**config.mk**
```make
export PLATFORM = sky130hd
export DESIGN_NAME = scss_top
export DESIGN_NICKNAME = d
export VERILOG_FILES = /design/src/core/scss_pkg.sv /design/src/core/scss_divider.sv /design/src/core/scss_top.sv
export SDC_FILE = /design/constraint.sdc
export NUM_CORES = 1
export LEC_CHECK = 0
export BUFFER_PORTS_ARGS = -buffer_cell sky130_fd_sc_hd__buf_2
export CAP_MARGIN = 20
export CORE_MARGIN = 2
export CORE_UTILIZATION = 52
export DETAILED_ROUTE_END_ITERATION = 8
export PLACE_DENSITY = 0.83
export SKIP_CTS_REPAIR_TIMING = 1
export SYNTH_ARGS = -nofsm -noshare
export SYNTH_HDL_FRONTEND = slang
export SYNTH_SLANG_ARGS = --single-unit
```
**constraint.sdc**
```tcl
create_clock -name clk_i -period 3.1 [get_ports clk_i]
set_clock_uncertainty 0.1 [all_clocks]
set_input_delay 0.31 -clock clk_i [delete_from_list [all_inputs] [get_ports clk_i]]
set_output_delay 0.31 -clock clk_i [all_outputs]
set_load 0.005 [all_outputs]
```
**src/core/scss_pkg.sv**
```systemverilog
// constants, field layouts and carrier types for the system clock source select block
package scss_pkg;

    ////////////////////////////////////////////////////////////////////////////
    // timing
    localparam int          CLK_HZ            = 25_000_000;  // bus clock rate
    localparam logic [15:0] LXT_STARTUP_TICKS = 16'h0400;    // low crystal start-up, in crystal cycles

    ////////////////////////////////////////////////////////////////////////////
    // register byte offsets
    localparam logic [7:0] SCC_OFS   = 8'h00;  // system_clock_control_reg
    localparam logic [7:0] HIRCC_OFS = 8'h04;  // high rc oscillator control
    localparam logic [7:0] HXTC_OFS  = 8'h08;  // high crystal oscillator control
    localparam logic [7:0] LOW_XTAL_CONTROL_REG_OFS  = 8'h0C;  // low_xtal_control_reg
    localparam logic [7:0] STAT_OFS  = 8'h10;  // active clock status, read only

    ////////////////////////////////////////////////////////////////////////////
    // field positions
    localparam int SCC_CKS_LSB   = 5;
    localparam int SCC_FHS_BIT   = 3;
    localparam int SCC_FSS_BIT   = 2;
    localparam int SCC_FHIDEN    = 1;
    localparam int SCC_FSIDEN    = 0;
    localparam int HIGH_RC_OSC_FREQ_LSB = 2;
    localparam int OSC_READY_BIT = 1;
    localparam int OSC_EN_BIT    = 0;
    localparam int LXT_SP_BIT    = 2;
    localparam int HXT_MODE_BIT  = 2;

    ////////////////////////////////////////////////////////////////////////////
    // encodings and reset values
    localparam logic [2:0] CKS_FH    = 3'h0;   // undivided high-speed clock
    localparam logic [2:0] CKS_FSUB  = 3'h7;   // low-speed clock
    localparam logic [1:0] HIGH_RC_OSC_4M   = 2'h0;
    localparam logic [1:0] HIGH_RC_OSC_8M   = 2'h1;
    localparam logic [1:0] HIGH_RC_OSC_12M  = 2'h2;
    localparam logic       FHS_HIGH_RC_OSC  = 1'b0;
    localparam logic       FHS_HXT   = 1'b1;
    localparam logic       FSS_LOW_RC_OSC  = 1'b0;
    localparam logic       FSS_LXT   = 1'b1;
    localparam logic       LXT_LOWPWR  = 1'b0;
    localparam logic       LXT_SPEEDUP = 1'b1;

    typedef struct packed {
        logic [2:0] cks;
        logic       high_speed_src_select;
        logic       low_speed_src_select;
        logic       fhiden;
        logic       fsiden;
    } scss_scc_t;

    typedef struct packed {
        logic [2:0] cks;
        logic       high_speed_src_select;
        logic       low_speed_src_select;
    } scss_sel_t;

    localparam scss_scc_t SCC_RST   = '{cks: 3'h0, high_speed_src_select: 1'b0, low_speed_src_select: 1'b0, fhiden: 1'b0, fsiden: 1'b0};
    localparam logic [1:0] HIGH_RC_OSC_RST = 2'h0;

    // mask of high-speed ticks per system tick, minus one; the low-speed code never divides
    function automatic logic [5:0] div_mask(input logic [2:0] cks);
        logic [6:0] m;
        m = 7'h01;
        if (cks != CKS_FSUB) begin
            m = 7'(7'h01 << cks);
        end
        return 6'(m - 7'h01);
    endfunction : div_mask

endpackage : scss_pkg

```
**src/core/scss_divider.sv**
```systemverilog
// glitch-free source switch and power-of-two divider for the system clock tick
`timescale 1ns/100ps
`default_nettype none

module scss_divider (
    // clock and reset
    input  wire logic              clk_i,
    input  wire logic              rst_i,
    input  wire logic              ce_i,
    // source ticks
    input  wire logic              hxt_tick_i,
    input  wire logic              high_rc_osc_tick_i,
    input  wire logic              lxt_tick_i,
    input  wire logic              low_rc_osc_tick_i,
    // requested selection
    input  wire scss_pkg::scss_sel_t req_i,
    // results
    output logic                   sys_tick_o,
    output scss_pkg::scss_sel_t    act_o
);

    scss_pkg::scss_sel_t act_q, act_d;
    logic [5:0]          cnt_q, cnt_d;
    logic                tick_q, tick_d;
    logic                fh_tick, fsub_tick, src_tick;

    ////////////////////////////////////////////////////////////////////////////
    // next state: selection only moves at a period boundary, so no short pulse
    always_comb begin
        fh_tick   = (act_q.high_speed_src_select == scss_pkg::FHS_HXT) ? hxt_tick_i : high_rc_osc_tick_i;
        fsub_tick = (act_q.low_speed_src_select == scss_pkg::FSS_LXT) ? lxt_tick_i : low_rc_osc_tick_i;
        src_tick  = (act_q.cks == scss_pkg::CKS_FSUB) ? fsub_tick : fh_tick;
        act_d     = act_q;
        cnt_d     = cnt_q;
        tick_d    = 1'b0;
        if (src_tick) begin
            if (cnt_q == scss_pkg::div_mask(act_q.cks)) begin
                tick_d = 1'b1;
                cnt_d  = 6'h00;
                act_d  = req_i;
            end else begin
                cnt_d = 6'(cnt_q + 6'h01);
            end
        end
    end

    // registers
    always_ff @(posedge clk_i) begin
        if (rst_i) begin
            act_q  <= '0;
            cnt_q  <= 6'h00;
            tick_q <= 1'b0;
        end else if (ce_i) begin
            act_q  <= act_d;
            cnt_q  <= cnt_d;
            tick_q <= tick_d;
        end
    end

    assign sys_tick_o = tick_q;
    assign act_o      = act_q;

endmodule : scss_divider

`default_nettype wire

```
**src/core/scss_top.sv**
```systemverilog
// system clock source select: registers, oscillator control and clock gating
//
// Overview of operation
// - four sources: two fast, two slow
// - fast rc runs at 4, 8 or 12 MHz
// - fast crystal 400kHz-16MHz on own pins
// - slow crystal fixed 32.768kHz on own pins
// - slow rc nominal 32kHz, no parts
// - select field picks fast or slow path
// - source bits pick oscillator per class
// - exactly one oscillator per class always; here enable bits can keep both of a class running, and the slow rc never stops
// - crystal enable, ready flag after start-up
// - halt stops system clock, peripherals optional
// - slow crystal pins free when unused
// - speed-up bit picks crystal mode
// - oscillators also feed watchdog, time base
// - codes 000-110 divide by 2^n, 111 slow
// - speed-up 0 low power, 1 fast start
// - mode locked while slow crystal drives system
//
// Decided for this implementation: the register offsets and the Wishbone interface to the registers.
`timescale 1ns/100ps
`default_nettype none

module scss_top (
    // clock, reset, enable
    input  wire logic        clk_i,
    input  wire logic        rst_i,
    input  wire logic        ce_i,
    // wishbone slave
    input  wire logic        wb_cyc_i,
    input  wire logic        wb_stb_i,
    input  wire logic        wb_we_i,
    input  wire logic [7:0]  wb_adr_i,
    input  wire logic [31:0] wb_dat_i,
    input  wire logic [3:0]  wb_sel_i,
    output logic             wb_ack_o,
    output logic [31:0]      wb_dat_o,
    // oscillator ticks, one cycle per oscillator period
    input  wire logic        hxt_tick_i,
    input  wire logic        high_rc_osc_tick_i,
    input  wire logic        lxt_tick_i,
    input  wire logic        low_rc_osc_tick_i,
    // processor halt request
    input  wire logic        halt_i,
    // oscillator controls
    output logic             hxt_en_o,
    output logic             high_rc_osc_en_o,
    output logic [1:0]       high_rc_osc_freq_o,
    output logic             lxt_en_o,
    output logic             lxt_speedup_o,
    output logic             low_xtal_pins_osc_o,
    // clock ticks
    output logic             sys_tick_o,
    output logic             sys_clk_o,
    output logic             fh_tick_o,
    output logic             fsub_tick_o,
    output logic             low_rc_osc_tick_o
);

    ////////////////////////////////////////////////////////////////////////////
    // register state
    scss_pkg::scss_scc_t scc_q, scc_d;
    logic [1:0]          high_rc_osc_freq_q, high_rc_osc_freq_d;
    logic                high_rc_osc_en_q, high_rc_osc_en_d;
    logic                hxt_en_q, hxt_en_d;
    logic                hxt_mode_q, hxt_mode_d;
    logic                lxt_en_q, lxt_en_d;
    logic                lxt_sp_q, lxt_sp_d;
    logic                lxt_rdy_q, lxt_rdy_d;
    logic                high_rc_osc_rdy_q, high_rc_osc_rdy_d;
    logic                hxt_rdy_q, hxt_rdy_d;
    logic [15:0]         lxt_cnt_q, lxt_cnt_d;
    logic                ack_q, ack_d;
    logic [31:0]         rdat_q, rdat_d;
    logic                wr_en;
    logic                lxt_is_sys;
    scss_pkg::scss_sel_t req, act;
    logic                div_tick;

    function automatic logic hit(input logic [7:0] adr, input logic [7:0] ofs);
        return adr == ofs;
    endfunction : hit

    ////////////////////////////////////////////////////////////////////////////
    // register next values; write lands at the ack edge
    always_comb begin
        wr_en       = wb_cyc_i & wb_stb_i & wb_we_i & ack_q & wb_sel_i[0];
        lxt_is_sys  = (act.cks == scss_pkg::CKS_FSUB) && (act.low_speed_src_select == scss_pkg::FSS_LXT);
        scc_d       = scc_q;
        high_rc_osc_freq_d = high_rc_osc_freq_q;
        high_rc_osc_en_d   = high_rc_osc_en_q;
        hxt_en_d    = hxt_en_q;
        hxt_mode_d  = hxt_mode_q;
        lxt_en_d    = lxt_en_q;
        lxt_sp_d    = lxt_sp_q;
        if (wr_en && hit(wb_adr_i, scss_pkg::SCC_OFS)) begin
            scc_d = '{cks:    wb_dat_i[scss_pkg::SCC_CKS_LSB +: 3],
                      high_speed_src_select:    wb_dat_i[scss_pkg::SCC_FHS_BIT],
                      low_speed_src_select:    wb_dat_i[scss_pkg::SCC_FSS_BIT],
                      fhiden: wb_dat_i[scss_pkg::SCC_FHIDEN],
                      fsiden: wb_dat_i[scss_pkg::SCC_FSIDEN]};
        end
        if (wr_en && hit(wb_adr_i, scss_pkg::HIRCC_OFS)) begin
            high_rc_osc_en_d = wb_dat_i[scss_pkg::OSC_EN_BIT];
            // the unused fourth code keeps the present frequency
            if (wb_dat_i[scss_pkg::HIGH_RC_OSC_FREQ_LSB +: 2] != 2'h3) begin
                high_rc_osc_freq_d = wb_dat_i[scss_pkg::HIGH_RC_OSC_FREQ_LSB +: 2];
            end
        end
        if (wr_en && hit(wb_adr_i, scss_pkg::HXTC_OFS)) begin
            hxt_en_d   = wb_dat_i[scss_pkg::OSC_EN_BIT];
            hxt_mode_d = wb_dat_i[scss_pkg::HXT_MODE_BIT];
        end
        if (wr_en && hit(wb_adr_i, scss_pkg::LOW_XTAL_CONTROL_REG_OFS)) begin
            lxt_en_d = wb_dat_i[scss_pkg::OSC_EN_BIT];
            if (!lxt_is_sys) begin
                lxt_sp_d = wb_dat_i[scss_pkg::LXT_SP_BIT];
            end
        end
    end

    // register flops
    always_ff @(posedge clk_i) begin
        if (rst_i) begin
            scc_q       <= scss_pkg::SCC_RST;
            high_rc_osc_freq_q <= scss_pkg::HIGH_RC_OSC_RST;
            high_rc_osc_en_q   <= 1'b1;
            hxt_en_q    <= 1'b0;
            hxt_mode_q  <= 1'b0;
            lxt_en_q    <= 1'b0;
            lxt_sp_q    <= scss_pkg::LXT_LOWPWR;
        end else if (ce_i) begin
            scc_q       <= scc_d;
            high_rc_osc_freq_q <= high_rc_osc_freq_d;
            high_rc_osc_en_q   <= high_rc_osc_en_d;
            hxt_en_q    <= hxt_en_d;
            hxt_mode_q  <= hxt_mode_d;
            lxt_en_q    <= lxt_en_d;
            lxt_sp_q    <= lxt_sp_d;
        end
    end

    ////////////////////////////////////////////////////////////////////////////
    // oscillator ready flags; the slow crystal counts its own cycles to start up
    always_comb begin
        high_rc_osc_rdy_d = high_rc_osc_rdy_q;
        hxt_rdy_d  = hxt_rdy_q;
        lxt_rdy_d  = lxt_rdy_q;
        lxt_cnt_d  = lxt_cnt_q;
        if (!high_rc_osc_en_o) begin
            high_rc_osc_rdy_d = 1'b0;
        end else if (high_rc_osc_tick_i) begin
            high_rc_osc_rdy_d = 1'b1;
        end
        if (!hxt_en_o) begin
            hxt_rdy_d = 1'b0;
        end else if (hxt_tick_i) begin
            hxt_rdy_d = 1'b1;
        end
        if (!lxt_en_o) begin
            lxt_rdy_d = 1'b0;
            lxt_cnt_d = 16'h0000;
        end else if (lxt_tick_i && !lxt_rdy_q) begin
            lxt_cnt_d = 16'(lxt_cnt_q + 16'h0001);
            if (lxt_cnt_d == scss_pkg::LXT_STARTUP_TICKS) begin
                lxt_rdy_d = 1'b1;
            end
        end
    end

    // ready flops
    always_ff @(posedge clk_i) begin
        if (rst_i) begin
            high_rc_osc_rdy_q <= 1'b0;
            hxt_rdy_q  <= 1'b0;
            lxt_rdy_q  <= 1'b0;
            lxt_cnt_q  <= 16'h0000;
        end else if (ce_i) begin
            high_rc_osc_rdy_q <= high_rc_osc_rdy_d;
            hxt_rdy_q  <= hxt_rdy_d;
            lxt_rdy_q  <= lxt_rdy_d;
            lxt_cnt_q  <= lxt_cnt_d;
        end
    end

    ////////////////////////////////////////////////////////////////////////////
    // wishbone: ack one cycle after the strobe, dropped the cycle after
    always_comb begin
        ack_d  = wb_cyc_i & wb_stb_i & ~ack_q;
        rdat_d = 32'h0000_0000;                                   // unmapped reads as zero
        unique case (1'b1)
            hit(wb_adr_i, scss_pkg::SCC_OFS): begin
                rdat_d[7:0] = {scc_q.cks, 1'b0, scc_q.high_speed_src_select, scc_q.low_speed_src_select, scc_q.fhiden, scc_q.fsiden};
            end
            hit(wb_adr_i, scss_pkg::HIRCC_OFS): begin
                rdat_d[3:0] = {high_rc_osc_freq_q, high_rc_osc_rdy_q, high_rc_osc_en_q};
            end
            hit(wb_adr_i, scss_pkg::HXTC_OFS): begin
                rdat_d[2:0] = {hxt_mode_q, hxt_rdy_q, hxt_en_q};
            end
            hit(wb_adr_i, scss_pkg::LOW_XTAL_CONTROL_REG_OFS): begin
                rdat_d[2:0] = {lxt_sp_q, lxt_rdy_q, lxt_en_q};
            end
            hit(wb_adr_i, scss_pkg::STAT_OFS): begin
                rdat_d[5:0] = {act.cks, act.high_speed_src_select, act.low_speed_src_select, halt_i};
            end
            default: begin
                rdat_d = 32'h0000_0000;
            end
        endcase
    end

    // bus flops
    always_ff @(posedge clk_i) begin
        if (rst_i) begin
            ack_q  <= 1'b0;
            rdat_q <= 32'h0000_0000;
        end else if (ce_i) begin
            ack_q  <= ack_d;
            rdat_q <= rdat_d;
        end
    end

    assign wb_ack_o = ack_q;
    assign wb_dat_o = rdat_q;

    ////////////////////////////////////////////////////////////////////////////
    // source switch and divider; the slow crystal only counts once it is ready
    assign req = '{cks: scc_q.cks, high_speed_src_select: scc_q.high_speed_src_select, low_speed_src_select: scc_q.low_speed_src_select};

    scss_divider u_div (
        .clk_i       (clk_i),
        .rst_i       (rst_i),
        .ce_i        (ce_i),
        .hxt_tick_i  (hxt_tick_i),
        .high_rc_osc_tick_i (high_rc_osc_tick_i),
        .lxt_tick_i  (lxt_tick_i & lxt_rdy_q),
        .low_rc_osc_tick_i (low_rc_osc_tick_i),
        .req_i       (req),
        .sys_tick_o  (div_tick),
        .act_o       (act)
    );

    ////////////////////////////////////////////////////////////////////////////
    // output stage: gating under halt and oscillator enables
    logic sys_tick_q, sys_clk_q, fh_tick_q, fsub_tick_q, low_rc_osc_tick_q;
    logic hxt_on_q, high_rc_osc_on_q, lxt_on_q, pins_q;
    logic fh_raw, fsub_raw, fh_used;

    always_comb begin
        fh_raw   = (act.high_speed_src_select == scss_pkg::FHS_HXT) ? hxt_tick_i : high_rc_osc_tick_i;
        fsub_raw = (act.low_speed_src_select == scss_pkg::FSS_LXT) ? (lxt_tick_i & lxt_rdy_q) : low_rc_osc_tick_i;
        fh_used  = (act.cks != scss_pkg::CKS_FSUB) | (halt_i & scc_q.fhiden);
    end

    // output flops; the slow rc always runs for the watchdog and time base
    always_ff @(posedge clk_i) begin
        if (rst_i) begin
            sys_tick_q  <= 1'b0;
            sys_clk_q   <= 1'b0;
            fh_tick_q   <= 1'b0;
            fsub_tick_q <= 1'b0;
            low_rc_osc_tick_q <= 1'b0;
            hxt_on_q    <= 1'b0;
            high_rc_osc_on_q   <= 1'b1;
            lxt_on_q    <= 1'b0;
            pins_q      <= 1'b0;
        end else if (ce_i) begin
            sys_tick_q  <= div_tick & ~halt_i;
            sys_clk_q   <= sys_clk_q ^ (div_tick & ~halt_i);
            fh_tick_q   <= fh_raw & (~halt_i | scc_q.fhiden);
            fsub_tick_q <= fsub_raw & (~halt_i | scc_q.fsiden);
            low_rc_osc_tick_q <= low_rc_osc_tick_i;
            hxt_on_q    <= hxt_en_q | (fh_used & act.high_speed_src_select == scss_pkg::FHS_HXT);
            high_rc_osc_on_q   <= high_rc_osc_en_q | (fh_used & act.high_speed_src_select == scss_pkg::FHS_HIGH_RC_OSC);
            lxt_on_q    <= lxt_en_q;
            pins_q      <= lxt_en_q | (act.low_speed_src_select == scss_pkg::FSS_LXT);
        end
    end

    assign sys_tick_o          = sys_tick_q;
    assign sys_clk_o           = sys_clk_q;
    assign fh_tick_o           = fh_tick_q;
    assign fsub_tick_o         = fsub_tick_q;
    assign low_rc_osc_tick_o         = low_rc_osc_tick_q;
    assign hxt_en_o            = hxt_on_q;
    assign high_rc_osc_en_o           = high_rc_osc_on_q;
    assign high_rc_osc_freq_o         = high_rc_osc_freq_q;
    assign lxt_en_o            = lxt_on_q;
    assign lxt_speedup_o       = lxt_sp_q;
    assign low_xtal_pins_osc_o = pins_q;

    ////////////////////////////////////////////////////////////////////////////
    // checks
    a_halt_stops_sys: assert property (@(posedge clk_i) disable iff (rst_i)
        (ce_i && halt_i) |=> !sys_tick_o) else $error("system tick while halted");

    a_sp_locked: assert property (@(posedge clk_i) disable iff (rst_i)
        (ce_i && lxt_is_sys) |=> $stable(lxt_sp_q)) else $error("speed-up changed while locked");

    a_lxt_rdy_enable: assert property (@(posedge clk_i) disable iff (rst_i)
        lxt_rdy_q |-> $past(lxt_en_o) && lxt_cnt_q == scss_pkg::LXT_STARTUP_TICKS)
        else $error("crystal ready without full start-up");

    a_high_rc_osc_freq_legal: assert property (@(posedge clk_i) disable iff (rst_i)
        high_rc_osc_freq_o != 2'h3) else $error("illegal rc frequency code");

    a_ack_one_cycle: assert property (@(posedge clk_i) disable iff (rst_i)
        (ce_i && wb_ack_o) |=> !wb_ack_o) else $error("ack held two cycles");

    a_act_at_tick: assert property (@(posedge clk_i) disable iff (rst_i)
        (ce_i && !div_tick && $past(ce_i)) |-> $stable(act))
        else $error("selection moved outside a boundary");

    a_pins_follow: assert property (@(posedge clk_i) disable iff (rst_i)
        (ce_i && lxt_en_q) |=> low_xtal_pins_osc_o) else $error("crystal pins not claimed");

    a_low_rc_osc_passes: assert property (@(posedge clk_i) disable iff (rst_i)
        (ce_i && low_rc_osc_tick_i) |=> low_rc_osc_tick_o) else $error("slow rc tick lost");

    a_clk_toggles: assert property (@(posedge clk_i) disable iff (rst_i)
        $past(ce_i) |-> ((sys_clk_o != $past(sys_clk_o)) == sys_tick_o))
        else $error("clock toggle out of step");

endmodule : scss_top

`default_nettype wire

```
==> impl_metrics.env <==
export IMPL_status="completed"
export IMPL_drtIter0Drc=213
export IMPL_p_per_area_nw_per_um2=448
export IMPL_gp_congestion=0.853
export IMPL_routed_wl_um=7860
export IMPL_slew_headroom=0.606
export IMPL_crit_chain="and3_1 -> nor2_1 -> ha_1 -> or4b_1 -> o211ai_1 -> xor2_1 -> nor4_4 -> mux2i_1"
export IMPL_synth_edff_count=0
export IMPL_initial_core_util=0.543
export IMPL_clockBufferDepth=2
export IMPL_row_count=29
export IMPL_post_route_period_util=0.905
export IMPL_dpl_hpwl_um=5640
export IMPL_netlist_top_cell_by_area="dfxtp_1"
export IMPL_core_um2=6390
export IMPL_seq_area_frac_synth=0.364
export IMPL_yosysWarnings=0
export IMPL_yosysTopAreaCellShare=0.364
export IMPL_slew_violations=0
export IMPL_grt_pass1_wl_um=13300
export IMPL_crit_arrival_ns=2.97
export IMPL_setup_viol=0
export IMPL_min_period_ns=2.81
export IMPL_fin_setup_tns_ns=0
export IMPL_synth_flop_cell="dfxtp_1"
export IMPL_ys_seq_elements=63
export IMPL_cts_buffers=9
export IMPL_synth_area_um2=3470
export IMPL_place_ws_ns=0.355
export IMPL_diodes=0
export IMPL_cellLeakagePower_nw=1.53
export IMPL_grt_antenna_before_repair=0
export IMPL_hold_depth=3
export IMPL_clock_root_buffer="clkbuf_8"
export IMPL_ios=100
export IMPL_required_ns=3.27
export IMPL_maxCapViolCount=0
export IMPL_synth_area_leaders="dfxtp_1 (36%), buf_4 (5.6%), mux2i_1 (5.5%), a21oi_1 (4.5%), nand2_1 (4.4%)"
export IMPL_cts_tree="yes"
export IMPL_syn_inst=420
export IMPL_drc=0
export IMPL_worstSetupPathType="reg2reg"
export IMPL_rsz0062_at_grt="no"
export IMPL_synthTopCellsByCount="dfxtp_1 (63), nand2_1 (41), nor2_1 (41)"
export IMPL_num_vias=3133
export IMPL_post_synth_top_count_cell="dfxtp_1"
export IMPL_postSynth_asyncResetShare=0
export IMPL_hold_viol=0
export IMPL_r2r_cells=8
export IMPL_nNetsFinal=518
export IMPL_worstMarginPinSlew_ns=0.586
export IMPL_drt_pass1_iter_count=5
export IMPL_placed_cell_area_um2=3640
export IMPL_hold_path_class="in2reg"
export IMPL_area_growth_syn_to_layout_pct=11.2
export IMPL_ant_nets=0
export IMPL_routedWlPerCell_um=14.5
export IMPL_h_tree_depth=3
export IMPL_slowest_stage="dfxtp_1"
export IMPL_syn_area_per_cell_um2=8.26
export IMPL_drive_gt1_frac=0.176
export IMPL_die_y_um=85.7
export IMPL_numPortBuffers=47
export IMPL_chipWidth_um=85.7
export IMPL_cts_sinks=63
export IMPL_setup_slack_ns=0.295
export IMPL_clk_pin_slew_ns=0.07
export IMPL_grt_ovfl_total=0
export IMPL_postLayoutCellArea_um2=3860
export IMPL_dieArea_um2=7340
export IMPL_ys_types=60
export IMPL_cp_end_kind="register"
export IMPL_cp_max_fo=14
export IMPL_grt_pass1_vias=2935
export IMPL_critPathMaxStageDelay_ns=0.57
export IMPL_max_freq_mhz=356
export IMPL_grt_max_degree=37
export IMPL_via_per_inst=5.78
export IMPL_clk_latency_ns=0.35
export IMPL_startpoint_type="register"
export IMPL_grt_use_total=0.225
export IMPL_ir_drop_uv=325
[placed cells by master, fill, tap and decap left out, types with 5 or more instances in the layout]
cell	instances
nor3_1	17
a22oi_1	5
nand2_1	41
clkbuf_8	9
buf_2	47
o211ai_1	5
xor2_1	9
inv_1	8
nor2b_1	6
nor2_1	41
mux2i_1	19
dfxtp_1	63
nand4_1	11
xnor2_1	6
and3_1	9
nand3_1	24
o21ai_0	15
a21oi_1	31
conb_1	24
buf_4	5
[routing by layer]
metal / global-route usage / share of wire / routed length [um]
met4: 0.0794 / 0.018 / 140
met5: 0 / 0 / 0
met3: 0.0606 / 0.056 / 443
met1: 0.264 / 0.43 / 3350
met2: 0.393 / 0.50 / 3920
[sequential cells by signal, summed over array words and instances, names as in the netlist, 2 cells and up]
signal              flops
scc_q                   2
u_div.cnt_q             6
req                     5
lxt_cnt_q              16
high_rc_osc_freq_o      2
wb_dat_o                8
u_div.act_o             5
[critical path: cells and delay by family (launching register included)]
family / cells / cell delay [ns]
AOI/OAI and AO/OA: 1 / 0.13
xor gates and xnor gates: 1 / 0.19
adders and majority gates: 1 / 0.24
DFF: 1 / 0.57
muxes: 1 / 0.26
and+or+nand+nor: 4 / 1.24
[power by group]
part / switching, mW / total (mW) / leakage (nW) / internal, mW
Combinational: 0.0769 / 0.122 / 0.918 / 0.0454
Sequential: 0.00732 / 0.827 / 0.510 / 0.820
Clock: 0.330 / 0.779 / 0.102 / 0.450
Total: 0.414 / 1.73 / 1.53 / 1.31
[worst paths after layout]
path                                             startpoint  slack [ns]                           to
worst max-delay path            u_div.act_o[3]$_SDFFE_PP0P_        0.29  u_div.act_o[0]$_SDFFE_PP0P_
worst min-delay path                            wb_dat_i[6]        0.12          req[3]$_SDFFE_PP0P_
worst max register to register  u_div.act_o[3]$_SDFFE_PP0P_        0.29  u_div.act_o[0]$_SDFFE_PP0P_
worst min register to register     wb_dat_o[7]$_SDFFE_PP0P_        0.36     wb_dat_o[7]$_SDFFE_PP0P_
[cells by family after synthesis]
family                   Yosys count  synth area share
XOR/XNOR                          15            0.0379
buffers and inverters             55            0.0902
AND/OR/NAND/NOR                  180             0.282
multiplexers                      20            0.0613
adder cells (fa/ha/maj)            3            0.0108
AO/OA/AOI/OAI                     83             0.153
other                              1           0.00108
flip-flops                        63             0.364
[area by class of cell]
type | count | area (um2)
Clock inverter | 6 | 85.1
Sequential cell | 63 | 1260
Timing Repair Buffer | 52 | 273
Multi-Input combinational cell | 325 | 1980
Clock buffer | 10 | 128
Tap cell | 77 | 96.3
Fill cell | 581 | 2530
Inverter | 9 | 33.8
[stage by stage]
stage | cells | hold WS, ns | power, mW | util
2_1_floorplan | 443 | 0.335 | 0.942 | -
3_3_place_gp | 526 | 0.347 | 0.963 | 0.571
3_5_place_dp | 526 | 0.351 | 0.967 | 0.571
4_1_cts | 542 | 0.112 | 1.74 | 0.604
5_1_grt | 542 | 0.116 | 1.79 | 0.604
6_report | 542 | 0.117 | 1.73 | 0.604
Note: power is estimated with default switching activity, not from simulation.
